<file path="src/arw_pkg.sv">
// package: register map, field positions, reset values and route codes of the converter register block
package arw_pkg;
  // register indices as printed; 0xa is not a multiple of four, so byte address = 4 * index
  localparam logic [7:0] ARW_IDX_WD_UPPER_HIGH = 8'h0a;
  localparam logic [7:0] ARW_IDX_CTRL_THREE = 8'h8c;
  localparam logic [7:0] ARW_IDX_RESULT_UPPER = 8'h90;
  localparam logic [7:0] ARW_IDX_RESULT_LOWER = 8'h94;
  localparam logic [7:0] ARW_IDX_SCHMITT_UPPER = 8'h98;
  localparam logic [7:0] ARW_IDX_SCHMITT_LOWER = 8'h9c;
  localparam logic [7:0] ARW_IDX_WD_UPPER_LOW = 8'ha4;
  localparam logic [7:0] ARW_IDX_WD_LOWER_HIGH = 8'ha8;
  localparam logic [7:0] ARW_IDX_WD_LOWER_LOW = 8'hac;
  localparam logic [7:0] ARW_IDX_WD_FLAGS_UPPER = 8'hb0;
  // registers without documented offsets in this block (own choice)
  localparam logic [7:0] ARW_IDX_WD_FLAGS_LOWER = 8'hb4;
  localparam logic [7:0] ARW_IDX_WD_ENABLE_UPPER = 8'hb8;
  localparam logic [7:0] ARW_IDX_WD_ENABLE_LOWER = 8'hbc;
  localparam logic [7:0] ARW_IDX_MODE = 8'hc8;
  // field positions
  localparam int ARW_BIT_OVERRUN = 6;
  localparam int ARW_BIT_BUFFER_EN = 7;
  localparam int ARW_BIT_CONTINUOUS = 0;
  localparam int ARW_BIT_SCAN = 1;
  // reset values
  localparam logic [7:0] ARW_RST_WD_UPPER_HIGH = 8'hff;
  localparam logic [3:0] ARW_RST_WD_UPPER_LOW = 4'hf;
  localparam logic [7:0] ARW_RST_ZERO8 = 8'h00;
  localparam logic [3:0] ARW_RST_ZERO4 = 4'h0;
  localparam logic [1:0] ARW_RST_ZERO2 = 2'h0;
  // widths
  localparam int ARW_NCH = 10;
  // ahb transfer codes
  localparam logic [1:0] ARW_HTRANS_NONSEQ = 2'h2;
  localparam logic [1:0] ARW_HTRANS_SEQ = 2'h3;
  // where a conversion result is routed
  typedef enum logic [2:0] {
    ARW_DEST_DIRECT = 3'h1,
    ARW_DEST_BUFFER = 3'h2,
    ARW_DEST_BOTH = 3'h4
  } arw_dest_t;
endpackage

</file>
<file path="src/arw_watchdog_cmp.sv">
// watchdog window compare for one 12-bit result
`timescale 1ns/1ps
module arw_watchdog_cmp (
  input wire logic [11:0] result,
  input wire logic [11:0] upper_limit,
  input wire logic [11:0] lower_limit,
  output logic outside
);
  // strict compare: a result equal to either limit is still inside the window
  assign outside = (result > upper_limit) || (result < lower_limit);
endmodule

</file>
<file path="src/arw_regs.sv">
// converter result, Schmitt disable and analog watchdog registers on an AHB-Lite slave
`timescale 1ns/1ps
module arw_regs (
  input wire logic hclk,
  input wire logic hresetn,
  input wire logic hsel,
  input wire logic [31:0] haddr,
  input wire logic [1:0] htrans,
  input wire logic hwrite,
  input wire logic [2:0] hsize,
  input wire logic [31:0] hwdata,
  input wire logic hready,
  output logic [31:0] hrdata,
  output logic hreadyout,
  output logic hresp,
  input wire logic conv_done,
  input wire logic [11:0] conv_result,
  input wire logic [3:0] conv_channel,
  input wire logic buffer_read,
  output logic buffer_write,
  output logic [3:0] buffer_channel,
  output logic [7:0] buffered_result_high,
  output logic [7:0] buffered_result_low,
  output logic [15:0] schmitt_disable_bits,
  output logic continuous_mode_select,
  output logic scan_mode
);

  ////////////////////////////////////////////////////////////////////////
  // ahb-lite address phase capture

  logic wr_pend_r;
  logic rd_pend_r;
  logic [7:0] idx_r;
  logic [7:0] idx_nxt;
  logic take;

  // the slave never stalls, so every accepted transfer completes in one data cycle
  assign take = hsel && hready && (htrans == arw_pkg::ARW_HTRANS_NONSEQ ||
                htrans == arw_pkg::ARW_HTRANS_SEQ);
  // hsize is not decoded: only whole-word transfers are expected, narrower ones act as words
  assign idx_nxt = haddr[9:2];
  // no wait states and no error answer: every register access is a plain single cycle
  assign hreadyout = 1'b1;
  assign hresp = 1'b0;

  // latch address phase; write data arrives next cycle
  always_ff @(posedge hclk or negedge hresetn) begin
    if (!hresetn) begin
      wr_pend_r <= 1'b0;
      rd_pend_r <= 1'b0;
      idx_r <= 8'h00;
    end else begin
      wr_pend_r <= take && hwrite;
      rd_pend_r <= take && !hwrite;
      if (take) begin
        idx_r <= idx_nxt;
      end
    end
  end

  // one-hot write strobes in the data phase
  // a read issued right after a write to the same register still sees the old value
  logic w_ctrl;
  logic w_sch_u;
  logic w_sch_l;
  logic w_uh;
  logic w_ul;
  logic w_lh;
  logic w_ll;
  logic w_fu;
  logic w_fl;
  logic w_eu;
  logic w_el;
  logic w_mode;
  assign w_ctrl = wr_pend_r && idx_r == arw_pkg::ARW_IDX_CTRL_THREE;
  assign w_sch_u = wr_pend_r && idx_r == arw_pkg::ARW_IDX_SCHMITT_UPPER;
  assign w_sch_l = wr_pend_r && idx_r == arw_pkg::ARW_IDX_SCHMITT_LOWER;
  assign w_uh = wr_pend_r && idx_r == arw_pkg::ARW_IDX_WD_UPPER_HIGH;
  assign w_ul = wr_pend_r && idx_r == arw_pkg::ARW_IDX_WD_UPPER_LOW;
  assign w_lh = wr_pend_r && idx_r == arw_pkg::ARW_IDX_WD_LOWER_HIGH;
  assign w_ll = wr_pend_r && idx_r == arw_pkg::ARW_IDX_WD_LOWER_LOW;
  assign w_fu = wr_pend_r && idx_r == arw_pkg::ARW_IDX_WD_FLAGS_UPPER;
  assign w_fl = wr_pend_r && idx_r == arw_pkg::ARW_IDX_WD_FLAGS_LOWER;
  assign w_eu = wr_pend_r && idx_r == arw_pkg::ARW_IDX_WD_ENABLE_UPPER;
  assign w_el = wr_pend_r && idx_r == arw_pkg::ARW_IDX_WD_ENABLE_LOWER;
  assign w_mode = wr_pend_r && idx_r == arw_pkg::ARW_IDX_MODE;

  ////////////////////////////////////////////////////////////////////////
  // configuration registers

  logic buffer_en_r;
  logic cont_r;
  logic scan_r;
  logic [7:0] sch_u_r;
  logic [7:0] sch_l_r;
  logic [7:0] uh_r;
  logic [3:0] ul_r;
  logic [7:0] lh_r;
  logic [3:0] ll_r;
  logic [1:0] en_u_r;
  logic [7:0] en_l_r;

  // plain read/write fields
  // writes land at the end of the data phase, the only cycle in which hwdata is valid
  always_ff @(posedge hclk or negedge hresetn) begin
    if (!hresetn) begin
      buffer_en_r <= 1'b0;
      cont_r <= 1'b0;
      scan_r <= 1'b0;
      sch_u_r <= arw_pkg::ARW_RST_ZERO8;
      sch_l_r <= arw_pkg::ARW_RST_ZERO8;
      uh_r <= arw_pkg::ARW_RST_WD_UPPER_HIGH;
      ul_r <= arw_pkg::ARW_RST_WD_UPPER_LOW;
      lh_r <= arw_pkg::ARW_RST_ZERO8;
      ll_r <= arw_pkg::ARW_RST_ZERO4;
      en_u_r <= arw_pkg::ARW_RST_ZERO2;
      en_l_r <= arw_pkg::ARW_RST_ZERO8;
    end else begin
      if (w_ctrl) begin
        buffer_en_r <= hwdata[arw_pkg::ARW_BIT_BUFFER_EN];
      end
      if (w_mode) begin
        cont_r <= hwdata[arw_pkg::ARW_BIT_CONTINUOUS];
        scan_r <= hwdata[arw_pkg::ARW_BIT_SCAN];
      end
      if (w_sch_u) begin
        sch_u_r <= hwdata[7:0];
      end
      if (w_sch_l) begin
        sch_l_r <= hwdata[7:0];
      end
      if (w_uh) begin
        uh_r <= hwdata[7:0];
      end
      if (w_ul) begin
        ul_r <= hwdata[3:0];
      end
      if (w_lh) begin
        lh_r <= hwdata[7:0];
      end
      if (w_ll) begin
        ll_r <= hwdata[3:0];
      end
      if (w_eu) begin
        en_u_r <= hwdata[1:0];
      end
      if (w_el) begin
        en_l_r <= hwdata[7:0];
      end
    end
  end

  // 1 on a pin disables its Schmitt trigger
  assign schmitt_disable_bits = {sch_u_r, sch_l_r};
  assign continuous_mode_select = cont_r;
  assign scan_mode = scan_r;

  ////////////////////////////////////////////////////////////////////////
  // result routing

  arw_pkg::arw_dest_t dest;
  logic buffered;

  // buffered only in continuous mode with buffer enabled; single mode always goes direct
  // scan with buffering still goes to the buffer; the mirrored route code is left unused
  assign buffered = buffer_en_r && cont_r;
  always_comb begin
    case ({buffered, scan_r})
      2'b10: dest = arw_pkg::ARW_DEST_BUFFER;
      2'b11: dest = arw_pkg::ARW_DEST_BUFFER;
      default: dest = arw_pkg::ARW_DEST_DIRECT;
    endcase
  end

  logic [7:0] res_hi_r;
  logic [7:0] res_lo_r;
  logic unread_r;
  logic rd_data;

  // reading the lower part consumes the result
  assign rd_data = rd_pend_r && idx_r == arw_pkg::ARW_IDX_RESULT_LOWER;

  // direct result registers, valid in single or non-buffered operation
  always_ff @(posedge hclk or negedge hresetn) begin
    if (!hresetn) begin
      res_hi_r <= arw_pkg::ARW_RST_ZERO8;
      res_lo_r <= arw_pkg::ARW_RST_ZERO8;
    end else if (conv_done && dest == arw_pkg::ARW_DEST_DIRECT) begin
      res_hi_r <= {4'h0, conv_result[11:8]};
      res_lo_r <= conv_result[7:0];
    end
  end

  // buffered path outputs toward the per-channel store
  // the store itself lives outside; this block hands it one word per routed result
  always_ff @(posedge hclk or negedge hresetn) begin
    if (!hresetn) begin
      buffer_write <= 1'b0;
      buffer_channel <= 4'h0;
      buffered_result_high <= arw_pkg::ARW_RST_ZERO8;
      buffered_result_low <= arw_pkg::ARW_RST_ZERO8;
    end else begin
      buffer_write <= conv_done && dest == arw_pkg::ARW_DEST_BUFFER;
      if (conv_done && dest == arw_pkg::ARW_DEST_BUFFER) begin
        buffer_channel <= conv_channel;
        buffered_result_high <= {4'h0, conv_result[11:8]};
        buffered_result_low <= conv_result[7:0];
      end
    end
  end

  ////////////////////////////////////////////////////////////////////////
  // overrun detection

  logic overrun_r;
  logic overrun_set;
  logic unread_now;

  // unread state of the target store: direct register or the external buffer
  // a read of the lower part took the old word at its address phase, so a result
  // landing in that read's data phase overwrites nothing unread
  assign unread_now = (dest == arw_pkg::ARW_DEST_DIRECT) ? (unread_r && !rd_data) : buffer_read;
  assign overrun_set = conv_done && unread_now;

  always_ff @(posedge hclk or negedge hresetn) begin
    if (!hresetn) begin
      unread_r <= 1'b0;
    end else if (conv_done && dest == arw_pkg::ARW_DEST_DIRECT) begin
      unread_r <= 1'b1;
    end else if (rd_data) begin
      unread_r <= 1'b0;
    end
  end

  // set wins over a simultaneous software clear
  always_ff @(posedge hclk or negedge hresetn) begin
    if (!hresetn) begin
      overrun_r <= 1'b0;
    end else if (overrun_set) begin
      overrun_r <= 1'b1;
    end else if (w_ctrl && !hwdata[arw_pkg::ARW_BIT_OVERRUN]) begin
      overrun_r <= 1'b0;
    end
  end

  ////////////////////////////////////////////////////////////////////////
  // analog watchdog

  logic outside;
  logic wd_active;
  logic [arw_pkg::ARW_NCH-1:0] flags_r;
  logic [arw_pkg::ARW_NCH-1:0] enable_all;
  logic [arw_pkg::ARW_NCH-1:0] clr_mask;

  arw_watchdog_cmp u_cmp (
    .result(conv_result),
    .upper_limit({uh_r, ul_r}),
    .lower_limit({lh_r, ll_r}),
    .outside(outside)
  );

  assign wd_active = buffered || scan_r;
  assign enable_all = {en_u_r, en_l_r};
  // a zero written in a flag field clears that flag; ones leave it
  assign clr_mask = {w_fu ? ~hwdata[1:0] : 2'b00, w_fl ? ~hwdata[7:0] : 8'h00};

  // one flag per channel, set has priority over clear
  // a clear written in the same cycle as an event loses, so no event goes unseen
  genvar g;
  generate
    for (g = 0; g < arw_pkg::ARW_NCH; g = g + 1) begin : g_flag
      always_ff @(posedge hclk or negedge hresetn) begin
        if (!hresetn) begin
          flags_r[g] <= 1'b0;
        end else if (conv_done && wd_active && outside && enable_all[g] &&
                     conv_channel == 4'(g)) begin
          flags_r[g] <= 1'b1;
        end else if (clr_mask[g]) begin
          flags_r[g] <= 1'b0;
        end
      end
    end
  endgenerate

  ////////////////////////////////////////////////////////////////////////
  // read data, registered in the data phase

  // reserved bits read back as zero in every register
  logic [31:0] rdata_nxt;
  always_comb begin
    rdata_nxt = 32'h0000_0000;
    case (idx_nxt)
      arw_pkg::ARW_IDX_CTRL_THREE: begin
        rdata_nxt[arw_pkg::ARW_BIT_OVERRUN] = overrun_r;
        rdata_nxt[arw_pkg::ARW_BIT_BUFFER_EN] = buffer_en_r;
      end
      arw_pkg::ARW_IDX_RESULT_UPPER: rdata_nxt[7:0] = res_hi_r;
      arw_pkg::ARW_IDX_RESULT_LOWER: rdata_nxt[7:0] = res_lo_r;
      arw_pkg::ARW_IDX_SCHMITT_UPPER: rdata_nxt[7:0] = sch_u_r;
      arw_pkg::ARW_IDX_SCHMITT_LOWER: rdata_nxt[7:0] = sch_l_r;
      arw_pkg::ARW_IDX_WD_UPPER_HIGH: rdata_nxt[7:0] = uh_r;
      arw_pkg::ARW_IDX_WD_UPPER_LOW: rdata_nxt[3:0] = ul_r;
      arw_pkg::ARW_IDX_WD_LOWER_HIGH: rdata_nxt[7:0] = lh_r;
      arw_pkg::ARW_IDX_WD_LOWER_LOW: rdata_nxt[3:0] = ll_r;
      arw_pkg::ARW_IDX_WD_FLAGS_UPPER: rdata_nxt[1:0] = flags_r[9:8];
      arw_pkg::ARW_IDX_WD_FLAGS_LOWER: rdata_nxt[7:0] = flags_r[7:0];
      arw_pkg::ARW_IDX_WD_ENABLE_UPPER: rdata_nxt[1:0] = en_u_r;
      arw_pkg::ARW_IDX_WD_ENABLE_LOWER: rdata_nxt[7:0] = en_l_r;
      arw_pkg::ARW_IDX_MODE: begin
        rdata_nxt[arw_pkg::ARW_BIT_CONTINUOUS] = cont_r;
        rdata_nxt[arw_pkg::ARW_BIT_SCAN] = scan_r;
      end
      default: rdata_nxt = 32'h0000_0000; // unmapped reads zero
    endcase
  end

  // sampled at the address phase, so reads reflect state before any same-cycle write
  always_ff @(posedge hclk or negedge hresetn) begin
    if (!hresetn) begin
      hrdata <= 32'h0000_0000;
    end else if (take && !hwrite) begin
      hrdata <= rdata_nxt;
    end
  end

endmodule

</file>
<file path="config.mk">
export PLATFORM = sky130hd
export DESIGN_NAME = arw_regs
export DESIGN_NICKNAME = d
export VERILOG_FILES = /design/src/arw_pkg.sv /design/src/arw_watchdog_cmp.sv /design/src/arw_regs.sv
export SDC_FILE = /design/constraint.sdc
export NUM_CORES = 1
export LEC_CHECK = 0
export BUFFER_PORTS_ARGS = -buffer_cell sky130_fd_sc_hd__clkbuf_2
export CAP_MARGIN = 25
export CORE_UTILIZATION = 40
export DETAILED_ROUTE_END_ITERATION = 7
export GPL_TIMING_DRIVEN = 0
export PLACE_DENSITY_LB_ADDON = 0.3
export SYNTH_ARGS = -nofsm -noshare
export SYNTH_HDL_FRONTEND = slang
export SYNTH_SLANG_ARGS = --single-unit
export TNS_END_PERCENT = 30
</file>
<file path="constraint.sdc">
create_clock -name hclk -period 2.51 [get_ports hclk]
set_clock_uncertainty 0.1 [all_clocks]
set_input_delay 0.6275 -clock hclk [delete_from_list [all_inputs] [get_ports hclk]]
set_output_delay 0.6275 -clock hclk [all_outputs]
set_load 0.05 [all_outputs]
</file>
==> summary.txt <==
total congestion overflow = 0
hpwl dp = 12900 um
clk buf depth = 2
Slew Viols, Final = 0
CTS clk-pin slew, worst paths = 0.08 ns
clk root buf = clkbuf_16
Crit-path slowest cell = dfstp_2
Yosys top cell area share = 40.9%
latest clock arrival within the worst-skew pair = 0.37 ns
Synth Cell Area = 0.00612 mm^2
Crit. End Element = flip-flop
setup ws final = 0.0913 ns
critical path launch point type = flip-flop
clk sinks = 112
Area Growth Syn to Fin = 18.1%
Cell Chain, Critical Path = inv_1 > ha_1 > a21oi_1 > o21ai_0 > or3_4 > a32oi_4 > buf_12 > o31ai_1
final total power = 4.32 mW
hold crit path type = in -> async
die width = 126 um
# fillers = 1417
Multi-input gate area = 0.00301 mm^2
#FFs+latches synth = 112
Avg WL per Cell = 20.1 um
RR Endpoint = flags_r[9]
Top Family by Delay on Critical Path = compound AO/OA/AOI/OAI gates
Cell Pwr Density = 597 mW/mm^2
status = completed
WS Path Type = reg -> reg
dpl ws = -0.299 ns
Final setup viols = 0
fin crit share = 96.4%
CP max FO = 10
Starting Density = 41.5%
Finished Cell Area = 0.00723 mm^2
Slew Limit Headroom = 40.2%
nets = 789
Worst VDD drop = 0.275 mV
Inserted Diodes = 0
Post-Synth XOR/XNOR Area = 0.143%
Crit path required time = 2.63 ns
DRC Markers = 0
final WL = 17300 um
Static Leakage = 3.45 nW
vias in the first global route = 4734
die footprint = 0.0158 mm^2
max incr delay on CP = 0.58 ns
synth unique cells = 62
cells on worst reg2reg path = 8
Synth Area in Simple Gates = 12.6%
GRT Total Usage = 22.8%
placer congestion estimate = 0.912
drt first pass iters = 5
Iter 0 DRT Violations = 286
largest family of logic cells by synthesized area = multiplexers
H-tree depth = 3
Max Clk Rate = 413 MHz
max_cap viols = 0
I/O Buffers = 81
Post-Route Utilization = 49.0%
Cell Area, Placed = 0.00687 mm^2
Synth Area in Compound Gates = 11.3%
Worst path depth = 8
prevailing post-synth register cell = dfrtp_1
Syn Area/Cell = 11.1 um^2
Num CTS Buffers = 9
post-synthesis mux area share = 18.2%
Post-Synth Adder-Cell Area = 4.70%
WHS = 0.258 ns
crit path DAT = 2.54 ns
Post-Syn Instances = 553
Crit Reg-Reg Startpoint = uh_r[7]
Register Area = 0.00282 mm^2
Post-synth EDFFs = 0
Synth area leader = dfrtp_1
fin crit period = 2.42 ns
vias = 4817
Least-Margin Pin Slew = 0.897 ns
largest net degree at the start of global routing = 113
core area = 0.0148 mm^2
Synth area leaders = dfrtp_1 (41%), mux2_2 (17%), dfstp_2 (5.1%)
Ports = 165
reg-to-reg setup timing slack = 0.09 ns
share of the yosys chip area belonging to registers = 46.0%
share of layout cells above drive strength 1 = 38.3%
Rows = 44
CP Buf/Inv Count = 2
drt via density = 5.58
initial antenna violation count = 0
CTS tree = yes
die height = 126 um
asr flop ratio synth = 100%
YS warnings = 0
# hold bufs at CTS = 0
first-pass GRT wire length = 26900 um
post-route ant nets = 0
Final Hold Viols = 0
## where the power goes
group,total [mW],internal (mW),switching [mW]
clock network,1.54,0.819,0.724
logic,0.773,0.259,0.515
registers,2.00,1.91,0.0898
total,4.32,2.99,1.33
## state kept, by name (all words and copies together) (netlist names), 2 cells and up
signal,count
flags_r,10
buffered_result_low,8
en_l_r,8
hrdata,8
idx_r,8
lh_r,8
res_lo_r,8
sch_l_r,8
sch_u_r,8
uh_r,8
buffer_channel,4
buffered_result_high,4
ll_r,4
res_hi_r,4
ul_r,4
en_u_r,2
## metal layers
layer	up-vias	track usage [%]	part of all wire [%]
met1	2393	31.5	46
met5	-	0	0
met2	200	35.3	46
met4	0	9.90	2.4
li1	2195	-	-
met3	29	3.65	5.7
## cell usage in the layout (no fill, tap or decap), types with 3 or more instances in the layout
cell type	instances
ha_1	23
a22oi_1	10
clkbuf_2	80
and3_1	3
nand2b_1	4
a21oi_1	12
nand4_1	18
nor2_1	20
a31oi_1	5
a32oi_1	3
nand3_1	13
a22o_1	5
conb_1	30
mux2_2	92
nand2_1	36
a211oi_1	4
inv_1	26
o31ai_1	6
buf_2	11
o21ai_0	40
dfstp_2	12
clkbuf_16	9
a21o_1	4
clkbuf_1	8
buf_4	30
nor2b_1	12
nand3b_1	4
mux2i_1	3
nor3_1	5
dfrtp_1	100
## synthesized netlist by cell type, types with 3 or more instances
master,count
nand3b_1,4
nand2b_1,4
and3_1,3
a22oi_1,10
dfrtp_1,100
o21ai_0,40
o31ai_1,6
dfstp_2,12
nor2_1,20
mux2_2,92
a32oi_1,3
clkbuf_1,8
inv_1,26
nand3_1,13
nand2_1,36
a21oi_1,12
a211oi_1,4
a21o_1,4
nand4_1,18
nor2b_1,12
buf_4,30
mux2i_1,3
a31oi_1,5
nor3_1,5
buf_2,11
ha_1,23
a22o_1,5
## kinds of logic after synthesis
group / Yosys count
other cells: 2
simple gates: 136
buf+inv: 77
compound gates: 105
xor+xnor: 1
fa+ha+maj: 23
mux: 97
flops: 112
## area by class of cell
| cell class | count | share of cell area, % |
|---|---|---|
| clock inverter | 6 | 1.04 |
| multi-input combinational | 392 | 41.6 |
| timing repair buffer | 82 | 6.01 |
| sequential | 112 | 39.0 |
| inverter | 27 | 1.40 |
| buffer | 50 | 4.45 |
| clock buffer | 10 | 3.31 |
| tap | 184 | 3.18 |
## per-stage QoR
step                      cells  setup TNS, ns
after floorplan             581              0
after global placement      846         -91.15
after detailed placement    846          -2.86
after CTS                   862              0
after global routing        863         -0.101
final                       863              0
## timing repair
action,in CTS,in global routing
pin swaps,1,1
buffers inserted,0,1
setup endpoints to repair,10,18
gates cloned,0,0
gates resized for setup,1,2
## worst max path at each step
| stage | from | endpoint | slack (ns) |
|---|---|---|---|
| floorplan | conv_result[1] | flags_r[0] | 0.23 |
| global placement | hresetn | buffer_write | -0.88 |
| detailed placement | conv_result[11] | flags_r[3] | -0.30 |
| CTS | uh_r[7] | flags_r[3] | 0.03 |
| global route | uh_r[7] | flags_r[1] | -0.03 |
| finish | uh_r[7] | flags_r[9] | 0.09 |
Note: power is estimated with default switching activity, not from simulation.
